--- src/core/ptl_pkg.sv ---
// package: constants for the pcm trunk line transceiver logic
package ptl_pkg;
    localparam int PTL_DIV = 8;
    localparam int PTL_CNT_W = 3;
    localparam logic [2:0] PTL_CNT_RST = 3'h0;
    localparam logic [2:0] PTL_CNT_SYNC = 3'h1;
    localparam logic [2:0] PTL_CLK_HIGH_FROM = 3'h4;
    localparam logic [2:0] PTL_SAMPLE_AT = 3'h2;
    localparam int PTL_CLK_MHZ = 200;
    localparam int PTL_TX_SETUP_NS = 20;
    localparam int PTL_TX_HOLD_NS = 30;
    localparam int PTL_TX_SETUP_CYC = (PTL_TX_SETUP_NS * PTL_CLK_MHZ + 999) / 1000;
    localparam int PTL_TX_HOLD_CYC = (PTL_TX_HOLD_NS * PTL_CLK_MHZ + 999) / 1000;
    localparam int PTL_BUF_DEPTH = 2;
endpackage

--- src/core/ptl_transceiver.sv ---
// design: pcm trunk line transceiver digital core
//
// Overview of operation
// - recovered clock comes from a divide-by-eight counter on the oversample clock.
// - any rising edge on either line input re-phases the counter.
// - while rx_ready is high, each positive line pulse reissues as a one-bit pulse on matching rx output.
// - falling excursions on line inputs neither re-phase nor make rx pulses.
// - rx outputs are retimed to the recovered clock from the oversample clock.
// - quarter-bit period wander within four bits keeps rx/clock phase.
// - wander over four to eight bits may shift the rx/clock phase.
// - rx outputs change only at recovered clock rise, stable at recovered clock fall.
// - tx data inputs are sampled at the local clock falling edge.
// - a sampled one drives the line output low during the local clock high phase.
`timescale 1ns/1ps
module ptl_transceiver
    import ptl_pkg::*;
#(
    parameter int DEPTH = ptl_pkg::PTL_BUF_DEPTH
) (
    // clock and reset; clk is the oversample clock
    input wire logic clk,
    input wire logic rst,
    // receive line side
    input wire logic line_in_pos,
    input wire logic line_in_neg,
    // receive outputs and rx_ready input
    output logic recovered_clock,
    output logic rx_data_pos,
    output logic rx_data_neg,
    output logic rx_valid,
    input wire logic rx_ready,
    // transmit side
    input wire logic local_tx_clock,
    input wire logic tx_data_pos,
    input wire logic tx_data_neg,
    output logic line_drive_pos_o,
    output logic line_drive_pos_oe,
    output logic line_drive_neg_o,
    output logic line_drive_neg_oe
);
    import ptl_pkg::*;

    // ==========================================================
    // decode helpers
    function automatic logic hi_lo(input logic hi_val, input logic lo_val);
        return hi_val & ~lo_val;
    endfunction

    function automatic logic not_empty(input logic [1:0] count);
        return count != 2'h0;
    endfunction

    function automatic logic [1:0] lane_pair(input logic neg_val, input logic pos_val);
        return {neg_val, pos_val};
    endfunction

    // ==========================================================
    // receive: edge detect, counter, pulse capture
    logic [1:0] line_now;
    logic [1:0] line_d_reg;
    logic [1:0] line_d_next;
    logic [2:0] cnt_reg;
    logic [2:0] cnt_next;
    logic [1:0] hit_reg;
    logic [1:0] hit_next;
    logic [1:0] rise;
    logic rclk_reg;
    logic rclk_next;
    logic push;

    assign line_now = lane_pair(line_in_neg, line_in_pos);

    // per-lane rising edge detect; falling edges give nothing
    for (genvar ln = 0; ln < 2; ln++) begin : g_edge
        assign rise[ln] = hi_lo(line_now[ln], line_d_reg[ln]);
    end

    always_comb begin
        line_d_next = line_now;
        if (rise != 2'h0) begin
            cnt_next = PTL_CNT_SYNC;
        end else begin
            cnt_next = cnt_reg + 3'h1;
        end
        // clock high for counts four to seven
        rclk_next = (cnt_reg >= PTL_CLK_HIGH_FROM);
        push = (cnt_reg == PTL_SAMPLE_AT);
        if (push) begin
            hit_next = rise;
        end else begin
            hit_next = hit_reg | rise;
        end
    end

    always_ff @(posedge clk or posedge rst) begin
        if (rst) begin
            line_d_reg <= 2'h0;
            cnt_reg <= PTL_CNT_RST;
            hit_reg <= 2'h0;
            rclk_reg <= 1'b0;
        end else begin
            line_d_reg <= line_d_next;
            cnt_reg <= cnt_next;
            hit_reg <= hit_next;
            rclk_reg <= rclk_next;
        end
    end

    // ==========================================================
    // two-entry buffer of captured bit pairs
    logic [1:0] buf_mem_reg [DEPTH];
    logic [1:0] buf_mem_next [DEPTH];
    logic [1:0] buf_cnt_reg;
    logic [1:0] buf_cnt_next;
    logic [1:0] out_reg;
    logic [1:0] out_next;
    logic outv_reg;
    logic outv_next;
    logic buf_ready;
    logic pop;
    logic has_word;

    assign has_word = not_empty(buf_cnt_reg);
    assign buf_ready = (buf_cnt_reg != 2'(DEPTH));
    // output word advances only at recovered clock rise
    assign pop = (cnt_reg == PTL_CLK_HIGH_FROM) && (!outv_reg || rx_ready);

    always_comb begin
        buf_mem_next = buf_mem_reg;
        buf_cnt_next = buf_cnt_reg;
        out_next = out_reg;
        outv_next = outv_reg;
        if (pop) begin
            outv_next = has_word;
            out_next = has_word ? buf_mem_reg[0] : 2'h0;
            if (has_word) begin
                buf_mem_next[0] = buf_mem_reg[1];
                buf_cnt_next = buf_cnt_reg - 2'h1;
            end
        end
        // word is the pulses seen since the last push
        if (push && (buf_ready || pop)) begin
            buf_mem_next[buf_cnt_next[0]] = hit_reg;
            buf_cnt_next = buf_cnt_next + 2'h1;
        end
    end

    always_ff @(posedge clk or posedge rst) begin
        if (rst) begin
            for (int i = 0; i < DEPTH; i++) begin
                buf_mem_reg[i] <= 2'h0;
            end
            buf_cnt_reg <= 2'h0;
            out_reg <= 2'h0;
            outv_reg <= 1'b0;
        end else begin
            buf_mem_reg <= buf_mem_next;
            buf_cnt_reg <= buf_cnt_next;
            out_reg <= out_next;
            outv_reg <= outv_next;
        end
    end

    // ==========================================================
    // receive outputs
    assign recovered_clock = rclk_reg;
    assign rx_data_pos = out_reg[0];
    assign rx_data_neg = out_reg[1];
    assign rx_valid = outv_reg;

    // ==========================================================
    // transmit: sample at local clock fall, drive during high
    logic hl_d_reg;
    logic hl_d_next;
    logic [1:0] txs_reg;
    logic [1:0] txs_next;
    logic [1:0] drv_reg;
    logic [1:0] drv_next;
    logic tx_fall;

    assign tx_fall = hi_lo(hl_d_reg, local_tx_clock);

    always_comb begin
        hl_d_next = local_tx_clock;
        txs_next = txs_reg;
        if (tx_fall) begin
            txs_next = lane_pair(tx_data_neg, tx_data_pos);
        end
    end

    // drive pulls low only while the local clock is high
    for (genvar ln = 0; ln < 2; ln++) begin : g_drive
        assign drv_next[ln] = local_tx_clock & txs_next[ln];
    end

    always_ff @(posedge clk or posedge rst) begin
        if (rst) begin
            hl_d_reg <= 1'b0;
            txs_reg <= 2'h0;
            drv_reg <= 2'h0;
        end else begin
            hl_d_reg <= hl_d_next;
            txs_reg <= txs_next;
            drv_reg <= drv_next;
        end
    end

    // ==========================================================
    // transmit outputs, open drain
    assign line_drive_pos_o = 1'b0;
    assign line_drive_neg_o = 1'b0;
    assign line_drive_pos_oe = drv_reg[0];
    assign line_drive_neg_oe = drv_reg[1];
endmodule

--- config.mk ---
export PLATFORM = sky130hd
export DESIGN_NAME = ptl_transceiver
export DESIGN_NICKNAME = d
export VERILOG_FILES = /design/src/core/ptl_pkg.sv /design/src/core/ptl_transceiver.sv
export SDC_FILE = /design/constraint.sdc
export NUM_CORES = 1
export LEC_CHECK = 0
export BUFFER_PORTS_ARGS = -buffer_cell sky130_fd_sc_hd__buf_4
export CORE_ASPECT_RATIO = 1.1
export CORE_UTILIZATION = 40
export CTS_BUF_LIST = sky130_fd_sc_hd__clkbuf_4 sky130_fd_sc_hd__clkbuf_8
export CTS_CLUSTER_DIAMETER = 50
export DETAILED_ROUTE_END_ITERATION = 16
export HOLD_SLACK_MARGIN = 0.03
export SETUP_SLACK_MARGIN = 0.02
export SLEW_MARGIN = 20
export SYNTH_ARGS = -nofsm -noshare
export SYNTH_HDL_FRONTEND = slang
export SYNTH_SLANG_ARGS = --single-unit
--- constraint.sdc ---
create_clock -name clk -period 2 [get_ports clk]
set_input_delay 0.1 -clock clk [delete_from_list [all_inputs] [get_ports clk]]
set_output_delay 0.1 -clock clk [all_outputs]
set_load 0.03 [all_outputs]
Word-level counts from Yosys, hierarchy flattened:

Cells that the tools add are included.

* word-level logic and storage cells: 52
* register bits after elaboration: 22
* output and inout bits: 8
* bits of input ports: 8

* $add $sub $neg: 3
* reduce and logical (&&, ||, !) cells: 8
* equal/unequal tests: 3
* order comparisons: 3
* muxes and demuxes: 13
* bitwise operators: 10

Operator list (number)
* $mux 2: 9
* $and 1x1->1: 5
* $bwmux 4: 1
* $mux 4: 1
* $reduce_bool 2->1: 2
* $add 3x1->3 const B: 1
* $eq 3x2->1 const B: 1
* $eq 3x3->1 const B: 1
* $ge 3x3->1 const B: 1
* $logic_and 1x1->1: 3
* $mux 3: 1
* $not 1->1: 3
* $add 2x1->2 const B: 1
* $demux 2 s1: 1
* $ge 2x2->1 const B: 1
* $logic_or 1x1->1: 2
* $lt 2x1->1 const B: 1
* $ne 2x2->1 const B: 1
* $not 1->2: 1
* $or 2x2->2: 1
* $sub 2x1->2 const B: 1
* $logic_not 1->1: 1

Longest topological paths before layout:

Gate-level depths: netlist of the first run.

* word-level depth: 11
* depth in mapped cells: 5
* depth with buffers taken out: 5

Least setup slack after synthesis of the first run:

Ideal clock, no wire load.

* kind: reg2reg
* start point: register outv_reg (netlist: rx_valid)
* end point: register buf_mem_reg[2] (netlist bit)
* period minus slack after synthesis: 1.562 ns
* required time: 1.877 ns
* path buffers: 1
* data arrival time: 1.439 ns
* stages on the path, launching flop included: 5
* library setup time: 0.123 ns
* path slack: 0.438 ns
* path through: dfrtp_1 -> nor2b_1 -> clkbuf_1 -> or3_1 -> o221a_1

RTL lines
* start, declared: RTL line ptl_transceiver.sv:117 `logic outv_reg;`
* start signal, assigned: RTL line ptl_transceiver.sv:160 `outv_reg <= outv_next;`
* end signal, assigned: RTL line ptl_transceiver.sv:157 `buf_mem_reg <= buf_mem_next;`
* end, declared: RTL line ptl_transceiver.sv:111 `logic [1:0] buf_mem_reg [DEPTH];`

==> results of run 1 <==
==> layout make-up <==
class                           count  area [µm²]
Timing Repair Buffer               19         158
Inverter                            3        11.3
Tap cell                           28        35.0
Sequential cell                    22         551
Fill cell                         186         948
Clock buffer                        4        36.3
Multi-Input combinational cell     48         345
==> power by group through the flow <==
| stage | combinational [W] | sequential (W) | clock (W) |
|---|---|---|---|
| finish | 0.000404 | 0.000675 | 0.000243 |
| global route | 0.000454 | 0.000699 | 0.000268 |
| CTS | 0.000411 | 0.000677 | 0.000251 |
| detailed placement | 0.000401 | 0.000688 | 0 |
| global placement | 0.000392 | 0.000684 | 0 |
| floorplan | 0.000217 | 0.000739 | 0 |
==> worst paths after layout <==
path	to	depth (start not counted)
max in group asynchronous	hl_d_reg	3
setup / recovery	buf_mem_reg[2]	5
setup reg to reg	buf_mem_reg[2]	5
min in group asynchronous	cnt_reg[0]	3
hold reg to reg	drv_reg[0]	1
hold / removal	out_reg[1]	4
==> metrics by stage <==
| step | hold WS (ns) | worst slack [ns] | util | area (µm²) |
|---|---|---|---|---|
| 6_report | 0.248 | 0.374 | 0.545 | 1140 |
| 3_3_place_gp | 0.220 | 0.415 | 0.499 | 1040 |
| 5_1_grt | 0.271 | 0.269 | 0.545 | 1140 |
| 4_1_cts | 0.249 | 0.370 | 0.545 | 1140 |
| 3_5_place_dp | 0.221 | 0.390 | 0.499 | 1040 |
| 2_1_floorplan | 0.0892 | 0.438 | - | 931 |
==> per-layer routing <==
metal / global-route usage / up-vias / routed length [µm]
met4: 0.0694 / 0 / 19
met1: 0.185 / 272 / 692
met5: 0 / - / 0
met2: 0.225 / 14 / 732
li1: - / 301 / -
met3: 0.0310 / 2 / 44
==> critical path, delay by kind of cell, from the launching register on <==
family | cells | cell delay [ns]
buf+inv | 1 | 0.08
simple gates | 2 | 0.72
fa+ha+maj | 1 | 0.19
flops | 1 | 0.41
compound gates | 1 | 0.11
==> cells by family after synthesis <==
logic type / after synthesis / share of synthesized area
xor+xnor: 1 / 0.00945
fa+ha+maj: 3 / 0.0405
buf+inv: 7 / 0.0378
compound gates: 13 / 0.104
mux: 4 / 0.0486
simple gates: 25 / 0.162
other cells: 1 / 0.00404
flops: 22 / 0.594
==> Yosys cell counts <==
cell type	n	area, µm²
or2_0	2	12.5
nand3_1	2	10.0
xor2_1	1	8.76
inv_1	3	11.3
nor2_1	1	3.75
and2_1	2	12.5
o31ai_1	2	15.0
nand4b_1	1	8.76
ha_1	3	37.5
o221a_1	2	22.5
nand2_2	1	6.26
conb_1	1	3.75
buf_4	2	15.0
dfrtp_1	22	551
buf_2	1	5.00
clkbuf_1	1	3.75
nand2_1	5	18.8
and3_1	2	12.5
or4b_4	1	13.8
o311ai_0	1	8.76
or3_1	1	6.26
o31ai_2	1	12.5
nor2b_1	2	12.5
nand2b_1	4	25.0
o21ai_0	6	30.0
mux2_2	4	45.0
o211ai_1	1	7.51
nand3b_1	1	7.51
==> metrics.md, run 1 <==
| Metric | Value |
|---|---|
| Sw Ratio | `0.341` |
| Initial antenna violation count | `0` |
| DR iter-0 viols | `7` |
| Setup crit end kind | `flip-flop` |
| Die area | `2510 µm²` |
| Worst EP arrival | `1.83 ns` |
| Worst IR drop on VDD | `0.549 mV` |
| CTS resizes | `0` |
| CP Max Fanout | `4` |
| Most frequent cells in the layout | `dfrtp_1 (22), buf_4 (13), o21ai_0 (6), dlygate4sd3_1 (6), nand2_1 (5)` |
| Initial Util | `0.445` |
| Seq pwr share | `0.511` |
| Final slew viol count | `0` |
| DIE WIDTH | `47.9 µm` |
| Min-delay src | `rx_ready` |
| Via Count | `589` |
| R2r setup slk | `0.37 ns` |
| Layout cell share with drive strength beyond 1 | `0.250` |
| Layout Nets | `108` |
| GRT Util Overall | `0.145` |
| Warnings from Yosys | `0` |
| TritonCTS Buffers | `3` |
| WL final | `1.49 mm` |
| Antenna viol nets, final | `0` |
| Number of flip-flops in the largest register | `3` |
| Clk_lat worst skew | `0.31 ns` |
| I/O pins | `16` |
| Clock skew | `0.00485 ns` |
| # rows | `17` |
| Fin cells | `124` |
| Global-route wire length before repair | `2.48 mm` |
| Setup TNS | `0 ns` |
| Worst-Margin Slew | `0.808 ns` |
| CP startpoint | `cnt_reg[0]` |
| Detailed placement HPWL | `1.05 mm` |
| Dpl cells | `114` |
| Design Power | `0.00132 W` |
| Gr ovfl total | `0` |
| Post-CTS setup buffers | `0` |
| Final Hold Fails | `0` |
| Placer Congestion | `0.717` |
| Via density | `4.75` |
| Power Internal | `0.000871 W` |
| Combinational power share | `0.305` |
| Worst min path class | `input pin to flip-flop` |
| Largest net degree at the start of global routing | `23` |
| CTS tree | `yes` |
| CTS Root Cell | `clkbuf_4` |
| Synthesis-to-layout area growth | `22.5%` |
| Unique masters post-synth | `28` |
| Die Ht | `52.5 µm` |
| Minimum clock period | `1.63 ns` |
| Critical path's slowest cell | `or4b_4` |
| Yosys reg bits | `22` |
| Fin crit share | `0.813` |
| Avg Cell Area, Syn | `12.2 µm²` |
| Power density over the cells | `1160 nW/µm²` |
| Normalized max-slew margin | `0.461` |
| Critical setup path kind | `flip-flop to flip-flop` |
| Post-CTS Hold Fix Bufs | `6` |
| CP required | `2.20 ns` |
| Post-synthesis cell area | `927 µm²` |
| Critical path, cell by cell | `inv_1 -> ha_1 -> or4b_4 -> or2_0 -> o221a_1` |
| Vias in the first global route | `584` |
| Drc violations | `0` |
| CP Launch Type | `flip-flop` |
| Final setup viols | `0` |
| Max-cap violations | `0` |
| Routed len/inst | `12.0 µm` |
| RSZ-0062 raised after global routing | `false` |
| Reg-to-Reg Start | `cnt_reg[0]` |
| P_sw | `0.000451 W` |
| Drt pass-1 iters | `4` |
| Most common cell after layout, fill and taps aside | `dfrtp_1` |
| Ant. Diodes | `0` |
| Seq/Total Area, Yosys | `0.594` |
| Clk pin slew, worst setup/hold paths | `0.12 ns` |
| F_max | `0.615 GHz` |
| Clock sink count | `22` |
| Clock network power share | `0.184` |
| Port Buffers | `13` |
| Longest Clk Path Bufs | `2` |
| CP peak stage delay | `0.50 ns` |
| Status | `finished, final reports clean` |
| Synthesized instance count | `76` |
| H-tree depth | `1` |
| Core box area | `2080 µm²` |
| Pleak | `0.526 nW` |
No activity file was read; power rests on OpenSTA's default activity.
==> inputs of run 2 (changes only) <==
--- a/config.mk
+++ b/config.mk
@@ -5,6 +5,7 @@
 export SDC_FILE = /design/constraint.sdc
 export NUM_CORES = 1
 export LEC_CHECK = 0
+export ABC_AREA = 1
 export BUFFER_PORTS_ARGS = -buffer_cell sky130_fd_sc_hd__buf_4
 export CORE_ASPECT_RATIO = 1.1
 export CORE_UTILIZATION = 40
==> constraint.sdc (replaced) <==
create_clock -name clk -period 1.4 [get_ports clk]
set_input_delay 0.07 -clock clk [delete_from_list [all_inputs] [get_ports clk]]
set_output_delay 0.07 -clock clk [all_outputs]
set_load 0.03 [all_outputs]
==> run 2 against run 1 <==
Net effect: fmax rose by 20%; clock power rose by 14%; highest routed layer unchanged; clock skew fell by 0.0032 ns; critical path type unchanged; count of clock-buffer cells in the layout fell by 1; largest power group unchanged; setup slack got worse by 0.33 ns; synthesized cell count rose by 54%.
==> metrics.md, run 2 <==
| Metric | Value |
|---|---|
| Fin crit share | `0.965 (+0.152)` |
| H-tree depth | `1 (unchanged)` |
| Critical path's slowest cell | `dfrtp_1` |
| Critical Path Most Common Cell | `buf_4` |
| CP peak stage delay | `0.42 ns (-0.08 ns)` |
| RSZ-0062 raised after global routing | `true` |
| Cell accounting for the most synthesized area | `dfrtp_1` |
| Synth cell count leaders | `nand2_1 (37), dfrtp_1 (22), inv_1 (21)` |
| Setup WS post-layout | `0.0488 ns (-0.326 ns)` |
| Post-Synth Adder-Cell Area | `0.0375 (-0.00303)` |
| Seq/Total Area, Yosys | `0.549 (-0.0445)` |
| Critical setup path kind | `flip-flop to flip-flop` |
| Top post-synthesis cells by area | `dfrtp_1 (55%), nand2_1 (14%), inv_1 (7.9%)` |
| DIE WIDTH | `49.7 µm (+3.8%)` |
| Longest Clk Path Bufs | `2 (unchanged)` |
| Multi-input combinational cell area | `387 µm² (+12%)` |
| Number of synthesized flops with an enable pin | `0 (unchanged)` |
| Antenna viol nets, final | `0 (unchanged)` |
| Most used DFF post-synth | `dfrtp_1` |
| Yosys reg bits | `22 (unchanged)` |
| Via density | `4.51 (-5.1%)` |
| I/O pins | `16 (unchanged)` |
| Routed len/inst | `9.94 µm (-17%)` |
| Main combinational cell family by area after synthesis | `simple AND/OR/NAND/NOR gates` |
| Final Hold Fails | `0 (unchanged)` |
| Post-route cell area | `1320 µm² (+17%)` |
| Avg Cell Area, Syn | `8.57 µm² (-30%)` |
| Worst IR drop on VDD | `0.802 mV (+46%)` |
| Clk pin slew, worst setup/hold paths | `0.11 ns (about the same)` |
| Register area | `551 µm² (unchanged)` |
| Placer Congestion | `0.767 (+7.0%)` |
| Drt pass-1 iters | `4 (unchanged)` |
| Clock sink count | `22 (unchanged)` |
| # fillers | `215 (+16%)` |
| Asr flop ratio synth | `1.00 (unchanged)` |
| Synth top area share | `0.549 (-0.0445)` |
| Clock skew | `0.00164 ns (-0.00322 ns)` |
| DR iter-0 viols | `13 (+6)` |
| Clk_lat worst skew | `0.30 ns (about the same)` |
| Synth Area in Compound Gates | `0.0712 (-0.0328)` |
| TritonCTS Buffers | `3 (unchanged)` |
| Detailed placement HPWL | `1.20 mm (+14%)` |
| Dpl cells | `160 (+40%)` |
| F_max | `0.740 GHz (+20%)` |
| Placed standard-cell area | `1130 µm² (+8.5%)` |
| CP required | `1.62 ns (-0.58 ns)` |
| Synth Area in Simple Gates | `0.207 (+0.0453)` |
| Initial antenna violation count | `0 (unchanged)` |
| GRT Util Overall | `0.139 (-0.00538)` |
| WL final | `1.75 mm (+18%)` |
| Most frequent cells in the layout | `nand2_1 (35), dfrtp_1 (22), buf_4 (22)` |
| Unique masters post-synth | `18 (-36%)` |
| Critical path's top delay family | `buffers and inverters` |
| Worst min path class | `input pin to asynchronous set/reset pin` |
| Max-cap violations | `0 (unchanged)` |
| Synthesis-to-layout area growth | `32.1%` |
| Final setup viols | `0 (unchanged)` |
| Ant. Diodes | `0 (unchanged)` |
| Die area | `2710 µm² (+7.8%)` |
| Pleak | `0.722 nW (+37%)` |
| Number of flip-flops in the largest register | `3 (unchanged)` |
| Drc violations | `0 (unchanged)` |
| # rows | `18 (+1)` |
| Warnings from Yosys | `0 (unchanged)` |
| Pre-CTS WS | `-0.0737 ns (-0.463 ns)` |
| Core box area | `2300 µm² (+10%)` |
| Layout Nets | `159 (+47%)` |
| Util after Layout | `0.576 (+0.0312)` |
| Global-route wire length before repair | `2.75 mm (+11%)` |
| Largest net degree at the start of global routing | `23 (unchanged)` |
| Via Count | `793 (+35%)` |
| Gr ovfl total | `0 (unchanged)` |
| CTS Root Cell | `clkbuf_4` |
| Critical path, cell by cell | `inv_2 -> ha_4 -> nand2_4 -> inv_4 -> nand2_8 -> buf_4 -> buf_4 -> o21ai_0` |
| Status | `finished, final reports clean` |
| Worst EP arrival | `1.57 ns (-0.26 ns)` |
| Vias in the first global route | `704 (+21%)` |
| Port Buffers | `13 (unchanged)` |
| Synthesized instance count | `117 (+54%)` |
| Power density over the cells | `1540 nW/µm² (+32%)` |
| CP bufs+invs | `4 (+3)` |
| Initial Util | `0.436 (-0.00850)` |
| Final slew viol count | `0 (unchanged)` |
| Layout cell share with drive strength beyond 1 | `0.274 (+0.0240)` |
| CTS tree | `yes` |
| Setup crit end kind | `flip-flop` |
| Post-synthesis xor/xnor area fraction | `0.00874 (-0.000708)` |
| Post-synthesis mux area share | `0 (-0.0486)` |
| Count leader, synth | `nand2_1` |
| Fin cells | `176 (+42%)` |
| Die Ht | `54.5 µm (+3.8%)` |
| CP Launch Type | `flip-flop` |
| Post-synthesis cell area | `1000 µm² (+8.1%)` |
| Minimum clock period | `1.35 ns (-0.274 ns)` |
| CP Max Fanout | `7 (+3)` |
| Most common cell after layout, fill and taps aside | `nand2_1` |
==> run 2: cell count changes after synthesis, sizes merged, moves of 4 or more <==
| cell | change |
|---|---|
| o21ai | +4 |
| nand2b | -4 |
| mux2 | -4 |
| nand2 | +33 |
| inv | +19 |
| nor2 | +6 |
==> run 2: final timing paths <==
check                      startpoint             end  slack, ns  cells after the start
setup / recovery           cnt_reg[1]      out_reg[1]       0.05                      8
setup reg to reg           cnt_reg[1]      out_reg[1]       0.05                      8
max in group asynchronous         rst      out_reg[1]       0.84                      4
hold / removal                    rst   line_d_reg[0]       0.34                      4
hold reg to reg            out_reg[0]      out_reg[0]       0.50                      2
min in group clk             rx_ready  buf_cnt_reg[1]       0.40                      6
==> run 2: area by class of cell <==
type,count,share of cell area
Tap cell,30,0.0284
Sequential cell,22,0.416
Multi-Input combinational cell,69,0.292
Inverter,23,0.0681
Clock buffer,3,0.0170
Timing Repair Buffer,29,0.179
==> run 2: cell families after synthesis <==
logic type / count (synthesis)
compound gates: 12
xor+xnor: 1
fa+ha+maj: 3
buf+inv: 27
flops: 22
other cells: 1
simple gates: 51
==> run 2: stage by stage <==
step | hold WS (ns) | power [W] | TNS, ns
finish | 0.342 | 0.00204 | 0
global route | 0.381 | 0.00220 | -0.0359
global placement | 0.127 | 0.00164 | -0.0784
floorplan | 0.0592 | 0.00146 | 0
detailed placement | 0.131 | 0.00166 | -0.178
CTS | 0.290 | 0.00196 | 0
==> run 2: timing repair <==
action	in CTS	in global routing
hold buffers	6	0
pin swaps	0	7
resized for setup	2	14
hold endpoints to repair	30	0
buffers inserted	0	7
endpoints found under the setup margin	6	6
==> run 2: per-layer routing <==
layer  global-route usage  vias up  wire length (µm)
met3               0.0333        2                55
met5                    0        -                 0
met1                0.157      375               762
met4               0.0571        0                11
met2                0.257       17               919
li1                     -      399                 -
==> run 2: worst min-delay path: stages <==
cell and delay [ns]:
dlygate4sd3_1 0.53, buf_4 0.13, inv_1 0.04, buf_4 0.27
==> run 2: report_power, final <==
group	internal [W]	leakage (nW)	switching (W)	total [W]
combinational	0.000322	0.443	0.000486	0.000808
sequential	0.000818	0.265	0.000135	0.000952
clock	0.000100	0.0138	0.000178	0.000278
